File: src/rtl/eezl_map.svh
/*
 * Address map, field positions, reset values and timing figures of the
 * serial configuration loader.
 * Assumes inclusion by bare name; the macros need nothing from eezl_pkg.
 */
`ifndef EEZL_MAP_SVH
`define EEZL_MAP_SVH

// apb byte addresses
`define EEZL_OFF_LCC      12'h000
`define EEZL_OFF_PM_SEL   12'h004
`define EEZL_OFF_PM_DATA  12'h008
`define EEZL_OFF_STATUS   12'h00C
`define EEZL_OFF_CIS      12'h100

// local_config_control layout and reset value
`define EEZL_LCC_RST      32'h0000_0000
`define EEZL_LCC_CIS_RAM  21
`define EEZL_LCC_PIN_CLK  24
`define EEZL_LCC_PIN_CS   25
`define EEZL_LCC_PIN_DI   26
`define EEZL_LCC_PIN_DO   27
`define EEZL_LCC_VALID    28
`define EEZL_LCC_RELOAD   29
// zone 2 may write byte offsets below this one only
`define EEZL_Z2_LIMIT     7'h03

// eeprom word fields
`define EEZL_SIGNATURE    8'hB5
`define EEZL_CONT_BIT     15
`define EEZL_HDR_Z1       4
`define EEZL_HDR_Z2       3
`define EEZL_HDR_Z3       2
`define EEZL_HDR_Z4       1
`define EEZL_HDR_Z5       0
`define EEZL_TUPLE_STEP   16'h0002

// serial clock: half period in ns, pclk period in ns
`define EEZL_SK_HALF_NS   32
`define EEZL_PCLK_NS      4

`endif

File: src/rtl/eezl_pkg.sv
/*
 * Types shared by the loader and its serial word reader.
 * Assumes nothing of its surroundings.
 */
package eezl_pkg;

    // loader sequence
    typedef enum logic [1:0] {
        LD_IDLE,
        LD_FETCH,
        LD_WAIT,
        LD_NEXT
    } eezl_ld_t;

    // serial read of one word
    typedef enum logic [1:0] {
        RD_IDLE,
        RD_LOW,
        RD_HIGH,
        RD_GAP
    } eezl_rd_t;

endpackage

File: src/rtl/eezl_loader.sv
/*
 * Serial eeprom configuration loader with an apb register slave.
 * After reset, or on a software reload, it reads the header word and
 * walks flagged zones 1 to 3: power data table, local configuration bytes
 * and card information structure tuples.
 * Assumes an apb master on pclk and a serial eeprom on four pins; the
 * eeprom data pin is asynchronous to pclk.
 */
`timescale 1ns/1ns
`include "eezl_map.svh"

module eezl_loader #(
    parameter int AW        = 6,                 // eeprom address bits
    parameter int CIS_DEPTH = 32,                // tuple ram dwords
    parameter logic [31:0] CIS_DEFAULT = 32'h0000_0000 // hardwired cis
) (
    input  wire logic        pclk,      // system clock
    input  wire logic        presetn,   // async reset, active low
    input  wire logic        psel,      // apb select
    input  wire logic        penable,   // apb access phase
    input  wire logic        pwrite,    // apb direction
    input  wire logic [11:0] paddr,     // apb byte address
    input  wire logic [31:0] pwdata,    // apb write data
    output logic [31:0]      prdata,    // apb read data
    output logic             pready,    // apb ready
    output logic             pslverr,   // apb error / retry
    output logic             ee_sk,     // eeprom serial clock
    output logic             ee_cs,     // eeprom chip select
    output logic             ee_di,     // data to eeprom
    input  wire logic        ee_do      // data from eeprom
);
    import eezl_pkg::*;

    localparam int HALF = (`EEZL_SK_HALF_NS + `EEZL_PCLK_NS - 1)
                          / `EEZL_PCLK_NS;
    localparam int CW   = $clog2(CIS_DEPTH);
    localparam logic [31:0] CIS_END = 32'(`EEZL_OFF_CIS) + 32'(4 * CIS_DEPTH);

    eezl_ld_t          st_r;
    logic [2:0]        zone_r;
    logic [4:0]        flags_r;
    logic [AW-1:0]     eaddr_r;
    logic              z3first_r;
    logic [15:0]       tcnt_r;
    logic [15:0]       bidx_r;
    logic              busy_r;
    logic              rd_start_r;
    logic [31:0]       lcc_r;
    logic [3:0]        pm_sel_r;
    logic [9:0]        pm_tab [16];
    logic [31:0]       cis_ram [CIS_DEPTH];
    logic              do_s1_r;
    logic              do_s2_r;
    logic              rd_sk;
    logic              rd_cs;
    logic              rd_di;
    logic [15:0]       rd_data;
    logic              rd_done;
    logic              word_ev;
    logic              more;
    logic              apb_first;
    logic              apb_wr;
    logic              reload_req;
    logic              cis_hit;
    logic [CW-1:0]     cis_idx;
    logic [31:0]       rd_val;
    logic              rd_err;

    // serial word engine; pins pass through the loader when it is busy
    eezl_word_reader #(
        .AW     (AW),
        .HALF   (HALF)
    ) u_reader (
        .pclk    (pclk),
        .presetn (presetn),
        .start   (rd_start_r),
        .addr    (eaddr_r),
        .sdi     (do_s2_r),
        .sk      (rd_sk),
        .cs      (rd_cs),
        .di      (rd_di),
        .rdata   (rd_data),
        .done    (rd_done)
    );

    assign word_ev = (st_r == LD_WAIT) && rd_done;
    assign more    = rd_data[`EEZL_CONT_BIT];

    // eeprom data pin is asynchronous: two flops before any use
    always_ff @(posedge pclk or negedge presetn) begin
        if (!presetn) begin
            do_s1_r <= 1'b0;
            do_s2_r <= 1'b0;
        end else begin
            do_s1_r <= ee_do;
            do_s2_r <= do_s1_r;
        end
    end

    // loader sequence; busy from reset so the download starts at once
    always_ff @(posedge pclk or negedge presetn) begin
        if (!presetn) begin
            st_r       <= LD_FETCH;
            zone_r     <= 3'd0;
            flags_r    <= '0;
            eaddr_r    <= '0;
            z3first_r  <= 1'b0;
            tcnt_r     <= '0;
            busy_r     <= 1'b1;
            rd_start_r <= 1'b0;
        end else begin
            rd_start_r <= 1'b0;
            case (st_r)
                LD_IDLE: begin
                    if (reload_req) begin
                        busy_r  <= 1'b1;
                        zone_r  <= 3'd0;
                        flags_r <= '0;
                        eaddr_r <= '0;
                        st_r    <= LD_FETCH;
                    end
                end
                LD_FETCH: begin
                    rd_start_r <= 1'b1;
                    st_r       <= LD_WAIT;
                end
                LD_WAIT: begin
                    if (rd_done) begin
                        // each word consumed moves on one address
                        eaddr_r <= eaddr_r + 1'b1;
                        case (zone_r)
                            3'd0: begin
                                if (rd_data[15:8] == `EEZL_SIGNATURE) begin
                                    flags_r <= {
                                        rd_data[`EEZL_HDR_Z5],
                                        rd_data[`EEZL_HDR_Z4],
                                        rd_data[`EEZL_HDR_Z3],
                                        rd_data[`EEZL_HDR_Z2],
                                        rd_data[`EEZL_HDR_Z1]};
                                    st_r <= LD_NEXT;
                                end else begin
                                    busy_r <= 1'b0;
                                    st_r   <= LD_IDLE;
                                end
                            end
                            3'd1, 3'd2: begin
                                st_r <= more ? LD_FETCH : LD_NEXT;
                            end
                            default: begin
                                if (z3first_r) begin
                                    z3first_r <= 1'b0;
                                    tcnt_r    <= rd_data;
                                    st_r <= (rd_data == '0) ? LD_NEXT
                                                            : LD_FETCH;
                                end else if (tcnt_r <= `EEZL_TUPLE_STEP)
                                begin
                                    tcnt_r <= '0;
                                    st_r   <= LD_NEXT;
                                end else begin
                                    tcnt_r <= tcnt_r - `EEZL_TUPLE_STEP;
                                    st_r   <= LD_FETCH;
                                end
                            end
                        endcase
                    end
                end
                default: begin
                    // lowest remaining flagged zone comes next
                    if (flags_r[0]) begin
                        flags_r[0] <= 1'b0;
                        zone_r     <= 3'd1;
                        st_r       <= LD_FETCH;
                    end else if (flags_r[1]) begin
                        flags_r[1] <= 1'b0;
                        zone_r     <= 3'd2;
                        st_r       <= LD_FETCH;
                    end else if (flags_r[2]) begin
                        flags_r[2] <= 1'b0;
                        zone_r     <= 3'd3;
                        z3first_r  <= 1'b1;
                        st_r       <= LD_FETCH;
                    end else begin
                        // zones 4 and 5 are not parsed: end here
                        busy_r <= 1'b0;
                        st_r   <= LD_IDLE;
                    end
                end
            endcase
        end
    end

    // tuple byte pointer, two bytes per data word
    always_ff @(posedge pclk or negedge presetn) begin
        if (!presetn) begin
            bidx_r <= '0;
        end else if (word_ev && zone_r == 3'd3 && z3first_r) begin
            bidx_r <= '0;
        end else if (word_ev && zone_r == 3'd3) begin
            bidx_r <= bidx_r + `EEZL_TUPLE_STEP;
        end
    end

    // power data table indexed by select value
    always_ff @(posedge pclk or negedge presetn) begin
        if (!presetn) begin
            for (int i = 0; i < 16; i++) begin
                pm_tab[i] <= '0;
            end
        end else if (word_ev && zone_r == 3'd1) begin
            // bit 14 is reserved and dropped here
            pm_tab[rd_data[13:10]] <= rd_data[9:0];
        end
    end

    // tuple ram; words beyond the ram depth are dropped
    always_ff @(posedge pclk or negedge presetn) begin
        if (!presetn) begin
            for (int i = 0; i < CIS_DEPTH; i++) begin
                cis_ram[i] <= '0;
            end
        end else if (word_ev && zone_r == 3'd3 && !z3first_r
                     && bidx_r[15:2] < 14'(CIS_DEPTH)) begin
            if (bidx_r[1]) begin
                cis_ram[bidx_r[CW+1:2]][31:16] <= rd_data;
            end else begin
                cis_ram[bidx_r[CW+1:2]][15:0] <= rd_data;
            end
        end
    end

    // local configuration control: bus writes, zone 2 and status bits
    always_ff @(posedge pclk or negedge presetn) begin
        if (!presetn) begin
            lcc_r <= `EEZL_LCC_RST;
        end else begin
            if (apb_wr && paddr == `EEZL_OFF_LCC) begin
                // valid and reload bits are not stored from the bus
                lcc_r[27:0] <= pwdata[27:0];
            end
            if (word_ev && zone_r == 3'd2
                && rd_data[14:8] < `EEZL_Z2_LIMIT) begin
                lcc_r[8*rd_data[9:8] +: 8] <= rd_data[7:0];
            end
            if (word_ev && zone_r == 3'd0
                && rd_data[15:8] == `EEZL_SIGNATURE) begin
                lcc_r[`EEZL_LCC_VALID] <= 1'b1;
            end
            if (word_ev && zone_r == 3'd3 && z3first_r) begin
                lcc_r[`EEZL_LCC_CIS_RAM] <= 1'b1;
            end
        end
    end

    // pin drive: loader while busy, software bit-bang otherwise
    always_ff @(posedge pclk or negedge presetn) begin
        if (!presetn) begin
            ee_sk <= 1'b0;
            ee_cs <= 1'b0;
            ee_di <= 1'b0;
        end else if (busy_r) begin
            ee_sk <= rd_sk;
            ee_cs <= rd_cs;
            ee_di <= rd_di;
        end else begin
            ee_sk <= lcc_r[`EEZL_LCC_PIN_CLK];
            ee_cs <= lcc_r[`EEZL_LCC_PIN_CS];
            ee_di <= lcc_r[`EEZL_LCC_PIN_DI];
        end
    end

    // apb: answer decided in the first access cycle, write committed
    // at the edge where the master sees pready
    assign apb_first  = psel && penable && !pready;
    assign apb_wr     = psel && penable && pready && pwrite && !pslverr;
    assign reload_req = apb_wr && paddr == `EEZL_OFF_LCC
                        && pwdata[`EEZL_LCC_RELOAD];
    assign cis_hit    = 32'(paddr) >= 32'(`EEZL_OFF_CIS)
                        && 32'(paddr) < CIS_END;
    assign cis_idx    = paddr[CW+1:2];

    // read mux and decode
    always_comb begin
        rd_val = '0;
        rd_err = 1'b0;
        if (busy_r) begin
            rd_err = 1'b1;
        end else if (paddr == `EEZL_OFF_LCC) begin
            rd_val = lcc_r;
            rd_val[`EEZL_LCC_PIN_DO] = do_s2_r;
            rd_val[`EEZL_LCC_RELOAD] = 1'b0;
        end else if (paddr == `EEZL_OFF_PM_SEL) begin
            rd_val[3:0] = pm_sel_r;
        end else if (paddr == `EEZL_OFF_PM_DATA) begin
            rd_val[9:0] = pm_tab[pm_sel_r];
        end else if (paddr == `EEZL_OFF_STATUS) begin
            rd_val[0]    = busy_r;
            rd_val[2:1]  = st_r;
            rd_val[5:3]  = zone_r;
            rd_val[31:16] = bidx_r;
        end else if (cis_hit) begin
            // hardwired structure until zone 3 has read its count word and set the ram bit
            rd_val = lcc_r[`EEZL_LCC_CIS_RAM] ? cis_ram[cis_idx]
                                              : CIS_DEFAULT;
        end else begin
            rd_err = 1'b1;
        end
    end

    // registered apb answer, one wait state
    always_ff @(posedge pclk or negedge presetn) begin
        if (!presetn) begin
            pready  <= 1'b0;
            pslverr <= 1'b0;
            prdata  <= '0;
        end else if (apb_first) begin
            pready  <= 1'b1;
            pslverr <= rd_err;
            prdata  <= rd_val;
        end else begin
            pready  <= 1'b0;
            pslverr <= 1'b0;
            prdata  <= '0;
        end
    end

    // power data select written by software
    always_ff @(posedge pclk or negedge presetn) begin
        if (!presetn) begin
            pm_sel_r <= '0;
        end else if (apb_wr && paddr == `EEZL_OFF_PM_SEL) begin
            pm_sel_r <= pwdata[3:0];
        end
    end

endmodule

File: src/rtl/eezl_word_reader.sv
/*
 * Reads one 16-bit word from a serial eeprom: start bit, read opcode,
 * address, one dummy bit, then sixteen data bits, msb first.
 * Assumes sdi has already passed a two-stage synchroniser.
 */
`timescale 1ns/1ns
`include "eezl_map.svh"

module eezl_word_reader #(
    parameter int AW   = 6,                // eeprom address bits
    parameter int HALF = 8                 // pclk cycles per half bit
) (
    input  wire logic          pclk,       // system clock
    input  wire logic          presetn,    // async reset, active low
    input  wire logic          start,      // one-cycle read request
    input  wire logic [AW-1:0] addr,       // word address
    input  wire logic          sdi,        // synchronised eeprom output
    output logic               sk,         // serial clock
    output logic               cs,         // chip select
    output logic               di,         // serial data to eeprom
    output logic [15:0]        rdata,      // word read
    output logic               done        // one-cycle completion
);
    import eezl_pkg::*;

    localparam int TOT = 3 + AW + 1 + 16;
    localparam int BW  = $clog2(TOT + 1);
    localparam int DW  = $clog2(HALF + 1);
    localparam logic [BW-1:0] DATA_FIRST = BW'(3 + AW + 1);
    localparam logic [BW-1:0] LAST       = BW'(TOT - 1);
    localparam logic [DW-1:0] DIV_END    = DW'(HALF - 1);

    eezl_rd_t          st_r;
    logic [DW-1:0]     div_r;
    logic [BW-1:0]     bit_r;
    logic [AW+2:0]     cmd_r;
    logic              div_end;

    assign div_end = (div_r == DIV_END);

    // half-bit timer, restarted on every phase change
    always_ff @(posedge pclk or negedge presetn) begin
        if (!presetn) begin
            div_r <= '0;
        end else if (st_r == RD_IDLE || div_end) begin
            div_r <= '0;
        end else begin
            div_r <= div_r + 1'b1;
        end
    end

    // bit sequencing; data is sampled late in the high phase so that
    // the two synchroniser cycles have long passed
    always_ff @(posedge pclk or negedge presetn) begin
        if (!presetn) begin
            st_r  <= RD_IDLE;
            bit_r <= '0;
            cmd_r <= '0;
            sk    <= 1'b0;
            cs    <= 1'b0;
            di    <= 1'b0;
            rdata <= '0;
            done  <= 1'b0;
        end else begin
            done <= 1'b0;
            case (st_r)
                RD_IDLE: begin
                    if (start) begin
                        cmd_r <= {3'b110, addr};
                        di    <= 1'b1;
                        cs    <= 1'b1;
                        bit_r <= '0;
                        st_r  <= RD_LOW;
                    end
                end
                RD_LOW: begin
                    if (div_end) begin
                        sk   <= 1'b1;
                        st_r <= RD_HIGH;
                    end
                end
                RD_HIGH: begin
                    if (div_end) begin
                        sk <= 1'b0;
                        if (bit_r >= DATA_FIRST) begin
                            rdata <= {rdata[14:0], sdi};
                        end
                        if (bit_r == LAST) begin
                            cs   <= 1'b0;
                            di   <= 1'b0;
                            st_r <= RD_GAP;
                        end else begin
                            cmd_r <= {cmd_r[AW+1:0], 1'b0};
                            di    <= cmd_r[AW+1];
                            bit_r <= bit_r + 1'b1;
                            st_r  <= RD_LOW;
                        end
                    end
                end
                default: begin
                    // chip select stays low a full half bit between words
                    if (div_end) begin
                        done <= 1'b1;
                        st_r <= RD_IDLE;
                    end
                end
            endcase
        end
    end

endmodule

File: config.mk
export PLATFORM = sky130hd
export DESIGN_NAME = eezl_loader
export DESIGN_NICKNAME = d
export VERILOG_FILES = /design/src/rtl/eezl_pkg.sv /design/src/rtl/eezl_loader.sv /design/src/rtl/eezl_word_reader.sv
export VERILOG_INCLUDE_DIRS = /design/src /design/src/rtl
export SDC_FILE = /design/constraint.sdc
export NUM_CORES = 2
export LEC_CHECK = 0
export BUFFER_PORTS_ARGS = -buffer_cell sky130_fd_sc_hd__buf_2
export CAP_MARGIN = 20
export CORE_ASPECT_RATIO = 1.2
export CORE_MARGIN = 3
export CORE_UTILIZATION = 45
export DETAILED_ROUTE_END_ITERATION = 12
export SLEW_MARGIN = 10
export SYNTH_ARGS = -nofsm -noshare
export SYNTH_HDL_FRONTEND = slang
export SYNTH_SLANG_ARGS = --single-unit
File: constraint.sdc
create_clock -name pclk -period 7.96 [get_ports pclk]
set_input_delay 1.194 -clock pclk [delete_from_list [all_inputs] [get_ports pclk]]
set_output_delay 1.194 -clock pclk [all_outputs]
set_load 0.1 [all_outputs]
# Yosys cells after proc, flatten, opt, wreduce, memory -nomap -nowiden
# Cells that the tools add are included.
word_totals:
  regBits: 1347
  input_bits: 50
  out_inout_bits: 37
  word_cells: 312
classes:
  addsub: 6
  magnitude_cmp: 12
  n_eq_ne: 29
  n_shift: 2
  muxes: 117
  bitwise: 8
  reduce_logical: 58
op_table:
  columns: ["op", "count"]
  rows:
  - ["bitwise mux 1024 bit", 2]
  - ["2-to-1 mux 1024 bit", 1]
  - ["demux 32 bit (select 5 bit)", 2]
  - ["2-to-1 mux 32 bit", 8]
  - ["binary-select mux 32 bit (select 5 bit)", 1]
  - ["bitwise mux 160 bit", 1]
  - ["2-to-1 mux 16 bit", 6]
  - ["2-to-1 mux 28 bit", 2]
  - ["2-to-1 mux 10 bit", 5]
  - ["binary-select mux 10 bit (select 4 bit)", 1]
  - ["demux 10 bit (select 4 bit)", 1]
  - ["2-to-1 mux 1 bit", 37]
  - ["negator 5 -> 34 bit", 1]
  - ["variable shift 8 x 34 -> 32 bit (first input constant)", 1]
  - ["variable part select 8 x 34 -> 32 bit", 1]
  - ["bitwise mux 32 bit", 1]
  - ["2-to-1 mux 2 bit", 15]
  - ["2-to-1 mux 29 bit", 1]
  - ["== test 12 x 4 -> 1 bit (second input constant)", 2]
  - ["2-to-1 mux 3 bit", 8]
  - ["2-to-1 mux 8 bit", 3]
  - ["2-to-1 mux 22 bit", 1]
  - ["logical AND 1 bit", 21]
  - ["2-to-1 mux 6 bit", 3]
  - ["57 further kinds", 107]

# Depth between registers and ports, before layout
depth:
  word_depth: 12
  ltp_mapped: 11

# Hierarchy
# Synthesis repeated with hierarchy kept, for this count alone.
unflattened:
  hier_cells: 4191
  area_unflattened_um2: 62145.9
by_module_without_submodules:
  columns: ["module", "instances", "cells_per_inst", "area_each_um2"]
  rows:
  - ["eezl_loader", 1, 4052, 60250.3]
  - ["eezl_word_reader", 1, 139, 1895.6]

# Worst setup path before layout
# Ideal clock, no wire load.
synth_path:
  kind: "in2reg"
  startpoint: "input port paddr[2]"
  endpoint: "register prdata[30]"
  setup_time_ps: 123
  arrival_ps: 3114
  slack_ps: 4723
  cell_stages: 9
  path_cell_list: "buf_2 buf_4 buf_2 buf_2 mux4_2 nor3b_1 a21oi_1 o21ai_0 nand2_1"
synth_between:
  elab_chain_len: 12
  word_cells_on_any_way: 19
  cone_classes: "order compare: 2; eq/ne: 3; mux: 11; bitwise: 1; reduce/logical: 2"
synth_lines:
  columns: ["item", "line", "rtl"]
  rows:
  - ["start: declaration", "eezl_loader.sv:22", "input wire logic [11:0] paddr,"]
  - ["NOT 5 -> 6 bit (not written as such)", "eezl_loader.sv:302", "rd_val = lcc_r[`EEZL_LCC_CIS_RAM] ? cis_ram[cis_idx]"]
  - ["binary-select mux 32 bit (select 5 bit)", "eezl_loader.sv:302", null]
  - ["2-to-1 mux 32 bit (not written as such) (2 in series)", "eezl_loader.sv:302", null]
  - ["2-to-1 mux 32 bit", "eezl_loader.sv:302", null]
  - ["2-to-1 mux 32 bit", "eezl_loader.sv:300", "end else if (cis_hit) begin"]
  - ["2-to-1 mux 16 bit", "eezl_loader.sv:295", "end else if (paddr == `EEZL_OFF_STATUS) begin"]
  - ["2-to-1 mux 22 bit", "eezl_loader.sv:293", "end else if (paddr == `EEZL_OFF_PM_DATA) begin"]
  - ["2-to-1 mux 28 bit", "eezl_loader.sv:291", "end else if (paddr == `EEZL_OFF_PM_SEL) begin"]
  - ["2-to-1 mux 32 bit (*)", "eezl_loader.sv:287", "end else if (paddr == `EEZL_OFF_LCC) begin"]
  - ["2-to-1 mux 32 bit (*)", "eezl_loader.sv:285", "if (busy_r) begin"]
  - ["2-to-1 mux 32 bit (*)", "eezl_loader.sv:315", "end else if (apb_first) begin"]
  - ["end signal: assignment", "eezl_loader.sv:318", "prdata <= rd_val;"]
  - ["end: declaration", "eezl_loader.sv:24", "output logic [31:0] prdata,"]
# Every way passes the cells marked *; elsewhere a longest branch is shown, timed or not. The select of a mux whose other input is x is not followed.
# A chain may end at the register's enable or synchronous reset.

# Worst setup path in the final report
layout_path:
  startpoint: "register st_r[0]"
  endpoint: "register cis_ram[461] (netlist name)"
layout_between:
  elab_chain_len: 5
layout_lines:
  columns: ["item", "line", "rtl"]
  rows:
  - ["start: declaration", "eezl_loader.sv:39", "eezl_ld_t st_r;"]
  - ["start signal: assignment", "eezl_loader.sv:147", "st_r <= more ? LD_FETCH : LD_NEXT;"]
  - ["start signal: assignment", "eezl_loader.sv:153", "st_r <= (rd_data == '0) ? LD_NEXT"]
  - ["== test 2 bit", "eezl_loader.sv:86", "assign word_ev = (st_r == LD_WAIT) && rd_done;"]
  - ["logical AND 1 bit", "eezl_loader.sv:86", null]
  - ["logical AND 1 bit (2 in series)", "eezl_loader.sv:221", "end else if (word_ev && zone_r == 3'd3 && !z3first_r"]
  - ["logical AND 1 bit", "eezl_loader.sv:222", "&& bidx_r[15:2] < 14'(CIS_DEPTH)) begin"]
  - ["end signal: indexed assignment", "eezl_loader.sv:224", "cis_ram[bidx_r[CW+1:2]][31:16] <= rd_data;"]
  - ["end signal: indexed assignment", "eezl_loader.sv:226", "cis_ram[bidx_r[CW+1:2]][15:0] <= rd_data;"]
  - ["end: declaration", "eezl_loader.sv:51", "logic [31:0] cis_ram [CIS_DEPTH];"]
# Every way passes these cells.

==> flow_summary.ini <==
[outcome]
status = complete, no violations

[floorplanning]
core.rowCount = 148
ios = 87
die_x_um = 345
die_h_um = 412
core_area_um2 = 136000
die_area_um2 = 142000
start_util = 0.455

[sta]
fin_crit_ns = 4.18
hold_viol = 0
worst_pin_slew_ns = 1.18
worst_slew_margin_rel = 0.216
timing.setup.tns_ns = 0
setup_viol = 0
fin_skew_ns = 0.0442
slew_violations = 0
fmax_mhz = 239
fin_crit_sh = 0.525
rsz0062_at_grt = no
fin_ws_ns = 3.78

[worst_setup_path]
critPathRequiredTime_ns = 8.62
r2r-end = cis_ram[461]
start_kind = register
reg2reg_from = st_r[0]
rr_worst_depth = 8
endpoint_kind = register
crit_fanout = 22
crit_arrival_ns = 4.83
r2r_setup_slack_ns = 3.78
critical_path_class = reg -> reg

[finish]
areaGrowthSynthToFinish_pct = 10.9
fin_util = 0.504
layout.nets = 4266
stdcell_count = 6102
drive_gt1_frac = 0.458

[synth]
seq_area_frac_synth = 0.543
syn_area_um2 = 61900
ys_types = 71
yosys.area.top_type_share = 0.542
yosysWarnings = 0
synth_cells = 4235
ys_async_sr_fraction = 1.00
yosys_most_used_dff = dfrtp_1
synth_edf_count = 0
synth-seq-cells = 1343
syn-num-nets = 4306
yosys.area.top_type = dfrtp_1
ys_top_cells_by_count = dfrtp_1 (1341), mux2_2 (1149), mux4_2 (290), clkbuf_1 (258), nand2_1 (158)
avgSynthCellArea_um2 = 14.6
synth_area_leaders = dfrtp_1 (54%), mux2_2 (21%), mux4_2 (11%), mux2_4 (1.9%), clkbuf_1 (1.6%)
yosysMostFrequentCell = dfrtp_1

[detailed_routing]
drt_iter0_drc = 2381
via_count = 36200
antenna_left = 0
drtPass1Iterations = 5
drcViolationCount = 0
viasPerCell = 5.93
drt-total-wl_mm = 164
wire_per_inst_um = 26.9

[power_and_ir_drop]
fin_total_pwr_uw = 14400
ir_drop_v = 0.000219
p_per_area_nw_per_um2 = 210
power_leakage_uw = 0.0327

[placement]
pre_cts_slack_ns = 3.23
port_buffers = 82
place_hpwl_mm = 101
gp_congestion = 0.822
dp_cells = 5848

[global_route]
grt_pass1_vias = 37500
antenna_found_initial = 5
grt_first_pass_wirelength_mm = 248
track_usage = 0.234
grt_start_max_net_pins = 150
overflow = 0

[clock_network]
clock_sinks = 1343
clockBufferDepth = 3
cts_setup_buffers = 0
insertion_delay_ns = 0.79
cts_made_buffers = 142
cts.hold.buffers_added = 0
root_buffer = clkbuf_16
h-tree-depth = 4
cts-resized-gates = 0
cts_tree = yes
cts.reportedPaths.clkPinSlew_ns = 0.06

[hold_path]
min_to = do_s2_r
hold_path.class = reg -> reg
hold_path.startpoint = do_s1_r
holdPathStages = 0

[job]
drv_cap = 0
critical path, cell delays in order, from the launching register on:
cell and delay, ns:
dfstp_2 0.41, inv_1 0.11, ha_1 0.64, and4b_1 0.39, nand4_1 0.15, nor2_1 0.42, nand3b_1 0.49, nor2_2 1.01
mux2_2 0.42
flip-flops by register name, indices dropped and copies added, names as in the netlist, 5 cells and up:
register and flops:
prdata 32, pm_tab 160, bidx_r 15, lcc_r 30, cis_ram 1024, u_reader.cmd_r 8, eaddr_r 6, u_reader.rdata 16
u_reader.bit_r 5, tcnt_r 16
per-layer routing:
metal / up-vias / global-route usage / share of wire
met3: 230 / 0.0412 / 0.047
li1: 15500 / - / -
met2: 750 / 0.371 / 0.47
met5: - / 0 / 0
met1: 19700 / 0.334 / 0.46
met4: 0 / 0.0626 / 0.024
power by group:
part           switching (uW)  internal, uW  total [uW]
registers                82.3          6900        6980
logic                     568           243         811
clock network            2780          3830        6610
how the worst max path moves through the flow:
stage | from | endpoint | slack (ns)
after global placement | paddr[4] | prdata[3] | 3.07
after floorplan | paddr[2] | prdata[30] | 4.72
after detailed placement | paddr[2] | prdata[22] | 3.23
after CTS | st_r[1] | cis_ram[451] | 3.80
after global routing | st_r[0] | cis_ram[461] | 3.56
final | st_r[0] | cis_ram[461] | 3.78
cells in the final DEF (no fill, tap or decap), drive strengths merged, types with 7 or more instances in the layout:
cell     Yosys  layout
a211oi      18      18
a21oi       60      60
a221o       14      14
a221oi       7       7
a22o         8       8
a22oi       19      19
a31oi       21      21
a32oi        8       8
and2         9       9
and3        11      11
buf        108     182
clkbuf     258     218
clkinv       1      23
dfrtp     1341    1341
ha          21      21
inv         24      29
mux2      1229    1229
mux2i       71      71
mux4       290     290
nand2      166     166
nand2b      12      12
nand3       47      47
nand3b       9       9
nand4       11      11
nor2       134     134
nor2b       40      40
nor3        34      34
nor4        20      20
o211ai       7       7
o21ai      103     103
o221ai       8       8
o22ai       37      37
o2bb2ai     11      11
or3          9       9
xor2        12      12
layout make-up:
cell class / count / area (um2)
Fill cell: 11600 / 67500
Sequential cell: 1343 / 33700
Multi-Input combinational cell: 2501 / 26700
Tap cell: 1800 / 2250
Timing Repair Buffer: 182 / 1340
Inverter: 25 / 93.8
Clock inverter: 32 / 397
Clock buffer: 218 / 4220
Antenna cell: 1 / 2.50
per-stage QoR:
stage	area, um2	hold WS, ns
floorplan	61900	0.331
global placement	64000	0.345
detailed placement	64000	0.361
CTS	68600	0.385
global route	68600	0.381
finish	68600	0.370
logic make-up (layout without fill, tap and decap cells):
group                    count (synthesis)  count (layout)  synth area share
AO/OA/AOI/OAI                          347             347            0.0362
XOR/XNOR                                16              16           0.00226
adder cells (fa/ha/maj)                 21              21           0.00425
buffers and inverters                  391             457            0.0265
flip-flops                            1343            1343             0.543
multiplexers                          1590            1590             0.346
other                                    0               1                 0
AND/OR/NAND/NOR                        527             527            0.0420
Power figures use the tool's default switching activity.
